<file path="config.mk">
export PLATFORM = sky130hd
export DESIGN_NAME = cfg_bank
export DESIGN_NICKNAME = d
export VERILOG_FILES = /design/src/hdl/cfg_bank_pkg.sv /design/src/hdl/cfg_bank.sv
export SDC_FILE = /design/constraint.sdc
export NUM_CORES = 1
export LEC_CHECK = 0
export ABC_AREA = 1
export BUFFER_PORTS_ARGS = -buffer_cell sky130_fd_sc_hd__buf_2
export CORE_MARGIN = 1.5
export CORE_UTILIZATION = 25
export DETAILED_ROUTE_END_ITERATION = 8
export PLACE_DENSITY = 0.52
export SYNTH_ARGS = -nofsm -noshare
export SYNTH_HDL_FRONTEND = slang
export SYNTH_SLANG_ARGS = --single-unit
export TNS_END_PERCENT = 30
</file>
<file path="constraint.sdc">
create_clock -name i_ref_clk -period 2.28 [get_ports i_ref_clk]
set_input_delay 0 -clock i_ref_clk [delete_from_list [all_inputs] [get_ports i_ref_clk]]
set_output_delay 0 -clock i_ref_clk [all_outputs]
set_load 0.01 [all_outputs]
</file>
<file path="src/hdl/cfg_bank_pkg.sv">
// constants and register map of the customer configuration bank
// Notes on behaviour
// - target address is base nibble then three zeros
// - also answer on base address plus one
// - address field writable only while unlocked
// - high-speed hold keeps interface in high speed
// - fast-plus bit selects fast-mode-plus timing
// - interrupt polarity bit: 0 low, 1 high
// - output type bit: push-pull or open-drain
// - force-reset holds system reset asserted always
// - suppress system-enable load in second read phase
// - interrupt allowed during power-down when enabled
// - auto bucks enabled with A setting at power-up
// - auto linear regulators enabled with A setting
// - switch off regulator after 200 ms overcurrent
// - internal fault shutdown skips sequencer slots
// - host shutdown skips sequencer slots when set
// - key shutdown followed by power-on reset
// - watchdog timeout: full shutdown or power-down
// - long key press triggers shutdown when enabled
// - reset request also resets serial interface
// - abandon serial transfer stalled for 35 ms
// - reset mode lasts 22/100/500/1000 ms minimum
// - key shutdown delay adds onto locking threshold
package cfg_bank_pkg;
  localparam logic [8:0] ADDR_IFACE = 9'h105;
  localparam logic [8:0] ADDR_HOSTPIN = 9'h106;
  localparam logic [8:0] ADDR_FAULTLVL = 9'h107;
  localparam logic [8:0] ADDR_BUCKCLK = 9'h108;
  localparam logic [8:0] ADDR_RSTIRQ = 9'h109;
  localparam logic [8:0] ADDR_BUCKAUTO = 9'h10a;
  localparam logic [8:0] ADDR_LINAUTO = 9'h10c;
  localparam logic [8:0] ADDR_BUCKCUR = 9'h10d;
  localparam logic [8:0] ADDR_SDPOL = 9'h10e;
  localparam logic [8:0] ADDR_RSTTIM = 9'h10f;
  // field positions
  localparam int BIT_HS_HOLD = 6;
  localparam int BIT_FAST_PLUS = 5;
  localparam int BIT_IRQ_POL = 3;
  localparam int BIT_OUT_TYPE = 2;
  localparam int BIT_FORCE_RST = 5;
  localparam int BIT_SYSEN_SUPP = 2;
  localparam int BIT_PD_IRQ = 1;
  localparam int BIT_BUCK1 = 0;
  localparam int BIT_BUCK3 = 2;
  localparam int BIT_BUCK2 = 4;
  localparam int BIT_LIN_OC_OFF = 7;
  localparam int BIT_FAULT_FAST = 6;
  localparam int BIT_HOST_FAST = 5;
  localparam int BIT_KEY_POR = 4;
  localparam int BIT_WDT_FULL = 3;
  localparam int BIT_KEY_LONG = 2;
  localparam int BIT_IF_RESET = 7;
  localparam int BIT_BUS_TO = 6;
  localparam int RST_DUR_LSB = 4;
  localparam int SHUT_DLY_LSB = 2;
  localparam int KEY_DLY_LSB = 0;
  // writable masks: reserved read-only bit 7 of host pin register
  localparam logic [7:0] MASK_HOSTPIN = 8'h7f;
  localparam logic [7:0] MASK_IFACE = 8'hf0;
  // reset values standing in for nonvolatile load
  localparam logic [7:0] RST_IFACE = 8'hb0;
  localparam logic [7:0] RST_ZERO = 8'h00;
  // timing
  localparam int CLK_MHZ = 125;
  localparam int OC_OFF_MS = 200;
  localparam int BUS_TO_MS = 35;
  localparam int RST_MS_0 = 22;
  localparam int RST_MS_1 = 100;
  localparam int RST_MS_2 = 500;
  localparam int RST_MS_3 = 1000;
  localparam int CYC_PER_MS = CLK_MHZ * 1000;
  localparam int OC_OFF_CYC = OC_OFF_MS * CYC_PER_MS;
  localparam int BUS_TO_CYC = BUS_TO_MS * CYC_PER_MS;
endpackage : cfg_bank_pkg

</file>
<file path="src/hdl/cfg_bank.sv">
// customer configuration register bank with the control it steers
`timescale 1ns/1ns
module cfg_bank #(
  parameter logic [7:0] RST_IFACE_P = cfg_bank_pkg::RST_IFACE,
  parameter logic [7:0] RST_HOSTPIN_P = cfg_bank_pkg::RST_ZERO,
  parameter logic [7:0] RST_RSTIRQ_P = cfg_bank_pkg::RST_ZERO,
  parameter logic [7:0] RST_BUCKAUTO_P = cfg_bank_pkg::RST_ZERO,
  parameter logic [7:0] RST_LINAUTO_P = cfg_bank_pkg::RST_ZERO,
  parameter logic [7:0] RST_SDPOL_P = cfg_bank_pkg::RST_ZERO,
  parameter logic [7:0] RST_RSTTIM_P = cfg_bank_pkg::RST_ZERO,
  parameter int OC_OFF_CYC_P = cfg_bank_pkg::OC_OFF_CYC,
  parameter int BUS_TO_CYC_P = cfg_bank_pkg::BUS_TO_CYC,
  parameter int CYC_PER_MS_P = cfg_bank_pkg::CYC_PER_MS
) (
  input wire logic i_ref_clk, // core clock
  input wire logic i_srst, // sync reset, high
  input wire logic i_wr_en, // register write strobe
  input wire logic [8:0] i_addr, // register address
  input wire logic [7:0] i_wdata, // write data
  output logic [7:0] o_rdata, // read data
  input wire logic i_application_lock_fuse, // lock fused
  input wire logic [6:0] i_bus_addr, // address seen on serial bus
  output logic o_addr_match, // address is ours
  output logic o_serial_high_speed_hold, // stay in high speed
  output logic o_serial_fast_plus_sel, // fast-mode-plus timing
  input wire logic i_irq_req, // internal interrupt level
  input wire logic i_low_power_down_state, // in power-down
  output logic o_interrupt_out_pin_o, // irq pin level
  output logic o_interrupt_out_pin_oe_n, // irq pin enable, low drives
  input wire logic i_seq_reset_req, // sequencer asks reset
  output logic o_system_reset_out_pin_o, // reset pin level (low active)
  output logic o_system_reset_out_pin_oe_n, // reset pin enable, low drives
  input wire logic i_second_nvm_read_phase, // second load phase
  output logic o_sysen_load_en, // allow system-enable load
  input wire logic i_power_up, // power-up event pulse
  output logic [2:0] o_buck_en, // bucks 1..3 enable
  output logic [2:0] o_buck_sel_a, // bucks select A
  output logic [3:0] o_linreg_en, // linear regs enable
  output logic [3:0] o_linreg_sel_a, // linear regs select A
  input wire logic [3:0] i_linreg_oc, // overcurrent pins, async
  input wire logic i_fault_off, // internal fault shutdown pulse
  input wire logic i_host_off, // host power-off pulse
  input wire logic i_host_reset_request_pin, // request pin, low active, async
  input wire logic i_key_off, // key shutdown pulse
  input wire logic i_key_long, // long press pulse
  input wire logic i_wdt_timeout, // watchdog pulse
  output logic o_shutdown, // shutdown pulse
  output logic o_fast_off, // skip sequencer slots
  output logic o_por_after, // power-on reset follows
  output logic o_power_down, // power-down pulse
  output logic o_serial_reset, // reset serial logic
  input wire logic i_bus_busy, // transfer in progress
  input wire logic i_bus_activity, // bus edge seen
  output logic o_bus_abort, // abandon transfer pulse
  input wire logic i_reset_mode, // sequencer in reset mode
  output logic o_reset_min_done, // minimum reset time elapsed
  output logic [1:0] o_key_lock_thr, // locking threshold code
  output logic [2:0] o_key_off_delay // threshold plus shut delay
);
  import cfg_bank_pkg::*;

  logic [7:0] iface_q, hostpin_q, faultlvl_q, buckclk_q, rstirq_q;
  logic [7:0] buckauto_q, linauto_q, buckcur_q, sdpol_q, rsttim_q;
  logic [2:0] rreq_sync_q;
  logic rreq_q;
  logic [3:0] oc_s1_q, oc_s2_q, oc_s3_q, oc_q;
  logic [31:0] oc_cnt_q [4];
  logic [31:0] to_cnt_q;
  logic [31:0] rst_cnt_q;
  logic [31:0] rst_need;

  function automatic logic [31:0] ms_to_cyc(input int ms);
    ms_to_cyc = 32'(ms * CYC_PER_MS_P);
  endfunction : ms_to_cyc

  // register writes; address field only while the part is unlocked
  always_ff @(posedge i_ref_clk) begin
    if (i_srst) begin
      iface_q <= RST_IFACE_P;
      hostpin_q <= RST_HOSTPIN_P;
      faultlvl_q <= RST_ZERO;
      buckclk_q <= RST_ZERO;
      rstirq_q <= RST_RSTIRQ_P;
      buckauto_q <= RST_BUCKAUTO_P;
      linauto_q <= RST_LINAUTO_P;
      buckcur_q <= RST_ZERO;
      sdpol_q <= RST_SDPOL_P;
      rsttim_q <= RST_RSTTIM_P;
    end else if (i_wr_en) begin
      unique case (i_addr)
        ADDR_IFACE: if (!i_application_lock_fuse) iface_q <= i_wdata & MASK_IFACE;
        ADDR_HOSTPIN: hostpin_q <= i_wdata & MASK_HOSTPIN;
        ADDR_FAULTLVL: faultlvl_q <= i_wdata;
        ADDR_BUCKCLK: buckclk_q <= i_wdata;
        ADDR_RSTIRQ: rstirq_q <= i_wdata;
        ADDR_BUCKAUTO: buckauto_q <= i_wdata;
        ADDR_LINAUTO: linauto_q <= i_wdata;
        ADDR_BUCKCUR: buckcur_q <= i_wdata;
        ADDR_SDPOL: sdpol_q <= i_wdata;
        ADDR_RSTTIM: rsttim_q <= i_wdata;
        default: ;
      endcase
    end
  end

  // read mux; unmapped addresses read zero
  always_comb begin
    unique case (i_addr)
      ADDR_IFACE: o_rdata = iface_q;
      ADDR_HOSTPIN: o_rdata = hostpin_q;
      ADDR_FAULTLVL: o_rdata = faultlvl_q;
      ADDR_BUCKCLK: o_rdata = buckclk_q;
      ADDR_RSTIRQ: o_rdata = rstirq_q;
      ADDR_BUCKAUTO: o_rdata = buckauto_q;
      ADDR_LINAUTO: o_rdata = linauto_q;
      ADDR_BUCKCUR: o_rdata = buckcur_q;
      ADDR_SDPOL: o_rdata = sdpol_q;
      ADDR_RSTTIM: o_rdata = rsttim_q;
      default: o_rdata = 8'h00;
    endcase
  end

  // target address: base nibble, low three bits zero or one
  assign o_addr_match = (i_bus_addr[6:3] == iface_q[7:4]) && (i_bus_addr[2:1] == 2'b00);
  assign o_serial_high_speed_hold = hostpin_q[BIT_HS_HOLD];
  assign o_serial_fast_plus_sel = hostpin_q[BIT_FAST_PLUS];

  // interrupt pin; in power-down only when allowed
  logic irq_act;
  assign irq_act = i_irq_req && (!i_low_power_down_state || rstirq_q[BIT_PD_IRQ]);
  always_ff @(posedge i_ref_clk) begin
    if (i_srst) begin
      o_interrupt_out_pin_o <= 1'b1;
      o_interrupt_out_pin_oe_n <= 1'b0;
    end else begin
      o_interrupt_out_pin_o <= hostpin_q[BIT_IRQ_POL] ? irq_act : !irq_act;
      // open-drain only pulls low; high level released
      o_interrupt_out_pin_oe_n <= hostpin_q[BIT_OUT_TYPE] &&
        (hostpin_q[BIT_IRQ_POL] ? irq_act : !irq_act);
    end
  end

  // reset pin, forced while the force bit stands
  logic rst_act;
  assign rst_act = i_seq_reset_req || rstirq_q[BIT_FORCE_RST];
  always_ff @(posedge i_ref_clk) begin
    if (i_srst) begin
      o_system_reset_out_pin_o <= 1'b0;
      o_system_reset_out_pin_oe_n <= 1'b0;
    end else begin
      o_system_reset_out_pin_o <= !rst_act;
      o_system_reset_out_pin_oe_n <= hostpin_q[BIT_OUT_TYPE] && !rst_act;
    end
  end

  assign o_sysen_load_en = !(i_second_nvm_read_phase && rstirq_q[BIT_SYSEN_SUPP]);

  // regulator enables: auto ones on power-up, overcurrent switches off
  always_ff @(posedge i_ref_clk) begin
    if (i_srst) begin
      o_buck_en <= 3'h0;
      o_buck_sel_a <= 3'h0;
      o_linreg_en <= 4'h0;
      o_linreg_sel_a <= 4'h0;
    end else begin
      if (i_power_up) begin
        o_buck_en <= {buckauto_q[BIT_BUCK3], buckauto_q[BIT_BUCK2], buckauto_q[BIT_BUCK1]};
        o_buck_sel_a <= {buckauto_q[BIT_BUCK3], buckauto_q[BIT_BUCK2], buckauto_q[BIT_BUCK1]};
        o_linreg_en <= linauto_q[3:0];
        o_linreg_sel_a <= linauto_q[3:0];
      end
      for (int k = 0; k < 4; k++) begin
        if (sdpol_q[BIT_LIN_OC_OFF] && oc_cnt_q[k] >= 32'(OC_OFF_CYC_P)) o_linreg_en[k] <= 1'b0;
      end
      if (o_shutdown) begin
        o_buck_en <= 3'h0;
        o_linreg_en <= 4'h0;
      end
    end
  end

  // pin synchronisers: three stages, change taken when 2nd and 3rd agree
  always_ff @(posedge i_ref_clk) begin
    if (i_srst) begin
      oc_s1_q <= 4'h0;
      oc_s2_q <= 4'h0;
      oc_s3_q <= 4'h0;
      oc_q <= 4'h0;
      rreq_sync_q <= 3'b111;
      rreq_q <= 1'b0;
    end else begin
      oc_s1_q <= i_linreg_oc;
      oc_s2_q <= oc_s1_q;
      oc_s3_q <= oc_s2_q;
      for (int k = 0; k < 4; k++) begin
        if (oc_s2_q[k] == oc_s3_q[k]) oc_q[k] <= oc_s3_q[k];
      end
      rreq_sync_q <= {rreq_sync_q[1:0], i_host_reset_request_pin};
      if (rreq_sync_q[1] == rreq_sync_q[2]) rreq_q <= !rreq_sync_q[2];
    end
  end

  // overcurrent persistence counters
  always_ff @(posedge i_ref_clk) begin
    for (int k = 0; k < 4; k++) begin
      if (i_srst || !oc_q[k]) oc_cnt_q[k] <= 32'h0000_0000;
      else if (oc_cnt_q[k] < 32'(OC_OFF_CYC_P)) oc_cnt_q[k] <= oc_cnt_q[k] + 32'h0000_0001;
    end
  end

  // shutdown policy decode
  always_ff @(posedge i_ref_clk) begin
    if (i_srst) begin
      o_shutdown <= 1'b0;
      o_fast_off <= 1'b0;
      o_por_after <= 1'b0;
      o_power_down <= 1'b0;
    end else begin
      o_shutdown <= i_fault_off || i_host_off || rreq_q || i_key_off ||
        (i_key_long && sdpol_q[BIT_KEY_LONG]) ||
        (i_wdt_timeout && sdpol_q[BIT_WDT_FULL]);
      o_power_down <= i_wdt_timeout && !sdpol_q[BIT_WDT_FULL];
      o_fast_off <= (i_fault_off && sdpol_q[BIT_FAULT_FAST]) ||
        ((i_host_off || rreq_q) && sdpol_q[BIT_HOST_FAST]);
      o_por_after <= (i_key_off || (i_key_long && sdpol_q[BIT_KEY_LONG])) && sdpol_q[BIT_KEY_POR];
    end
  end

  always_ff @(posedge i_ref_clk) begin
    if (i_srst) o_serial_reset <= 1'b0;
    else o_serial_reset <= rreq_q && rsttim_q[BIT_IF_RESET];
  end

  // bus stall timeout; any activity restarts the count
  always_ff @(posedge i_ref_clk) begin
    if (i_srst || !i_bus_busy || i_bus_activity || !rsttim_q[BIT_BUS_TO]) begin
      to_cnt_q <= 32'h0000_0000;
      o_bus_abort <= 1'b0;
    end else begin
      o_bus_abort <= (to_cnt_q == 32'(BUS_TO_CYC_P - 1));
      if (to_cnt_q < 32'(BUS_TO_CYC_P)) to_cnt_q <= to_cnt_q + 32'h0000_0001;
    end
  end

  // minimum reset mode duration
  always_comb begin
    unique case (rsttim_q[RST_DUR_LSB +: 2])
      2'b00: rst_need = ms_to_cyc(RST_MS_0);
      2'b01: rst_need = ms_to_cyc(RST_MS_1);
      2'b10: rst_need = ms_to_cyc(RST_MS_2);
      2'b11: rst_need = ms_to_cyc(RST_MS_3);
    endcase
  end
  always_ff @(posedge i_ref_clk) begin
    if (i_srst || !i_reset_mode) rst_cnt_q <= 32'h0000_0000;
    else if (rst_cnt_q < rst_need) rst_cnt_q <= rst_cnt_q + 32'h0000_0001;
  end
  assign o_reset_min_done = i_reset_mode && (rst_cnt_q >= rst_need);

  // key timing codes; shut delay stacks on the locking threshold
  assign o_key_lock_thr = rsttim_q[KEY_DLY_LSB +: 2];
  assign o_key_off_delay = {1'b0, rsttim_q[KEY_DLY_LSB +: 2]} + {1'b0, rsttim_q[SHUT_DLY_LSB +: 2]};
endmodule : cfg_bank

</file>
==> flow_summary_export.csv <==
group,metric,value,unit
clock_tree,cts_buffer_depth,3,
die,num_rows,91,
clock_tree,cts.reportedPaths.clkPinSlew,0.06,ns
power_and_ir_drop,p_switching,2.778,mW
min_path,holdPathStages,7,
synth,yosysWarnings,0,
run_status,outcome,"complete, but fails checks",
place,dp_cells,2856,
die,fp.dieW,251.9,µm
synth,synth_edf_count,128,
power_and_ir_drop,power,12.43,mW
die,dieHeight,251.9,µm
power_and_ir_drop,power_density,652.8,nW/µm²
place,placed_cell_area,17060,µm²
global_routing,grt_start_max_net_pins,69,
cells_and_area,syn2layout_area_growth,22.90,%
place,hpwl,27300,µm
critical_path,setup.worst_path.start_class,"register",
synth,ys_seq_area_frac,0.4846,
sta,final.setup.worst_slack,-0.2247,ns
detailed_routing,via_count,13130,
global_routing,antenna_found_initial,0,
sta,finClkSkew,0.02726,ns
sta,setup_violations,1,
detailed_routing,drt_pass1_iterations,5,
synth,ys.flop_type,"dfxtp_1",
power_and_ir_drop,p_int,9.652,mW
global_routing,grt_remaining_overflow,0,
detailed_routing,routedWlPerCell,13.27,µm
clock_tree,clk_latency,0.56,ns
place,port_buffers,86,
die,die_area,63470,µm²
global_routing,grt_pass1_vias,12420,
power_and_ir_drop,pwr-share-comb,0.023,
synth,synth.distinct_cells,48,
clock_tree,numCtsBuffers,39,
run,maxCapViolCount,0,
synth,synth.most_common_cell,"nand2_1",
detailed_routing,postRouteAntennaNets,0,
place,gp_congestion,0.8574,
sta,max_freq,0.3993,GHz
critical_path,endpoint_kind,"output pin",
critical_path,crit_type,"reg2out",
synth,async_flop_share,0,
die,num_io_pins,88,
global_routing,grt_pass1_wl,63580,µm
critical_path,critPathArrivalTime,2.50,ns
cells_and_area,antennaDiodeCount,0,
die,initial_utilization,0.2520,
synth,synth_seq_cells,311,
sta,relSlewSlack,0.5421,
synth,synth_area_leader_cell,"edfxtp_1",
clock_tree,cts-root-buf,"clkbuf_16",
synth,syn_inst,1974,
sta,drv_slew,0,
detailed_routing,drcViolationCount,0,
die,core_region_area,61480,µm²
power_and_ir_drop,peakVddDrop,430.8,µV
global_routing,track_usage,0.1228,
power_and_ir_drop,p_clk_frac,0.509,
sta,rsz0062_at_grt,"yes",
clock_tree,htreeDepth,2,
power_and_ir_drop,p_sw_frac,0.2235,
synth,synth_top_area_frac,0.2481,
synth,synthTopCellsByArea,"edfxtp_1 25%, dfxtp_1 24%, nand2_1 8.8%, inv_1 6.8%, nor2_1 6.7%",
power_and_ir_drop,leakagePower,7.257,nW
cells_and_area,seqCellArea,7515,µm²
min_path,min_path_type,"in2reg",
synth,syn_avg_cell_area,7.848,µm²
clock_tree,clock-sinks,311,
clock_tree,cts_tree,"built",
sta,fin_tns_setup,-0.2247,ns
detailed_routing,vias_per_cell,4.428,
power_and_ir_drop,seq_power_share,0.468,
cells_and_area,multi_input_area,6990,µm²
sta,worst_pin_slew,0.6861,ns
sta,fin_crit,2.505,ns
detailed_routing,routed_wl,39360,µm
cells_and_area,layout.nets,2226,
critical_path,rrSetupSlack,0.05,ns
critical_path,reg2reg_depth,13,
cells_and_area,drive_gt1_frac,0.1375,
sta,hold_violations,0,
synth,synth_top_cells_by_count,"364 x nand2_1, 279 x inv_1, 277 x nor2_1, 192 x a21oi_1, 183 x dfxtp_1",
cells_and_area,utilization,0.3097,
critical_path,critPathMaxFanout,4,
detailed_routing,drt_iter0_markers,833,
run_status,violations,"setup timing",
sta,fin_crit_sh,1.099,
cells_and_area,stdcell_count,2965,
synth,syn-cell-area,15490,µm²
cells_and_area,nFillCells,6488,
cells_and_area,final_area,19040,µm²
critical_path,required,2.28,ns
-- cells by family (layout without fill, tap and decap cells) --
group,after synthesis,count (layout),synth area share
xor+xnor,52,52,0.02940
buf+inv,336,510,0.08641
other cells,1,28,0.0002421
flops,311,311,0.4846
fa+ha+maj,36,36,0.02956
simple gates,925,925,0.2644
compound gates,313,313,0.1054
-- cells in the final DEF, fill, tap and decap left out, types with 4 or more instances in the layout --
cell           instances
a21oi_1              178
a21oi_2               14
a31oi_1                4
and3_1                 5
buf_12                 6
buf_2                 86
buf_4                 30
bufinv_16              4
clkbuf_1               4
clkbuf_16             42
clkinv_2               9
clkinv_4               4
clkinvlp_4             4
conb_1                28
dfxtp_1              181
dlygate4sd3_1         30
edfxtp_1             128
ha_1                  27
ha_4                   8
inv_1                273
inv_2                  5
inv_6                  7
nand2_1              359
nand2_2               14
nand3_1              116
nand3_2                8
nand4_1               37
nor2_1               266
nor2_2                23
nor2_4                 8
nor3_1                48
nor3_2                 4
nor3b_1               11
nor4_1                 4
o21ai_0               82
o22ai_1               24
or2_2                  6
xnor2_1               15
xor2_1                37
-- worst max-delay path: stages, from the launching register on --
cell and delay [ns]:
dfxtp_4 0.40, inv_6 0.05, ha_4 0.28, inv_2 0.05, ha_4 0.27, nand3_2 0.08
a21oi_2 0.16, nand2_1 0.08, nor2_2 0.11, nand2_2 0.09, buf_12 0.13, a21oi_2 0.10
buf_2 0.14
-- sequential cells by signal, indices dropped and copies added (netlist names), 7 cells and up --
name,flops
buckauto_q,8
buckclk_q,8
buckcur_q,8
faultlvl_q,8
hostpin_q,7
linauto_q,8
oc_cnt_q,128
rst_cnt_q,32
rstirq_q,8
rsttim_q,8
sdpol_q,8
to_cnt_q,32
-- per-layer routing --
layer / share of wire / track usage / wire [µm] / up-vias
met5: 0 / 0 / 0 / -
met4: 0.028 / 0.04619 / 1089 / 0
met3: 0.052 / 0.02001 / 2045 / 62
met2: 0.44 / 0.1915 / 17230 / 267
met1: 0.48 / 0.1699 / 18990 / 6035
li1: - / - / - / 6766
-- final timing paths --
kind / from / end
worst max-delay path: rsttim_q[5]$_SDFFE_PP0P_ / o_reset_min_done
worst min-delay path: i_addr[0] / faultlvl_q[3]$_SDFFE_PP0P_
worst max register to register: rsttim_q[5]$_SDFFE_PP0P_ / rst_cnt_q[10]$_SDFFE_PP0N_
worst min register to register: rreq_sync_q[0]$_SDFF_PP1_ / rreq_sync_q[1]$_SDFF_PP1_
-- power by group through the flow --
| stage | Clock [mW] | Sequential, mW | Combinational, mW |
|---|---|---|---|
| finish | 6.32 | 5.82 | 0.287 |
| CTS | 6.55 | 5.82 | 0.287 |
| global placement | 0 | 5.94 | 0.244 |
| global route | 6.76 | 5.82 | 0.323 |
| floorplan | 0 | 5.94 | 0.135 |
| detailed placement | 0 | 5.94 | 0.248 |
-- cell type report --
type,instances,area share
clock buffers,45,0.05408
flip-flops and latches,311,0.3947
multi-input cells,1354,0.3672
clock inverters,27,0.01459
inverters,282,0.05638
well taps,790,0.05192
repair buffers,156,0.06118
-- what timing repair did --
action | in CTS | in global routing
pin swaps | 14 | 12
hold buffers | 30 | 0
resized for setup | 44 | 30
setup endpoints to repair | 24 | 29
cloned | 1 | 2
hold endpoints to repair | 110 | 0
setup buffers | 6 | 2
-- metrics by stage --
step           setup slack, ns  hold WS (ns)
5_1_grt                -0.3324       0.09160
4_1_cts                -0.2526       0.01147
6_report               -0.2247       0.05165
2_1_floorplan           0.1266       0.05069
3_3_place_gp         -0.005483        0.1787
3_5_place_dp          -0.07370        0.1772
Power figures use the tool's default switching activity.
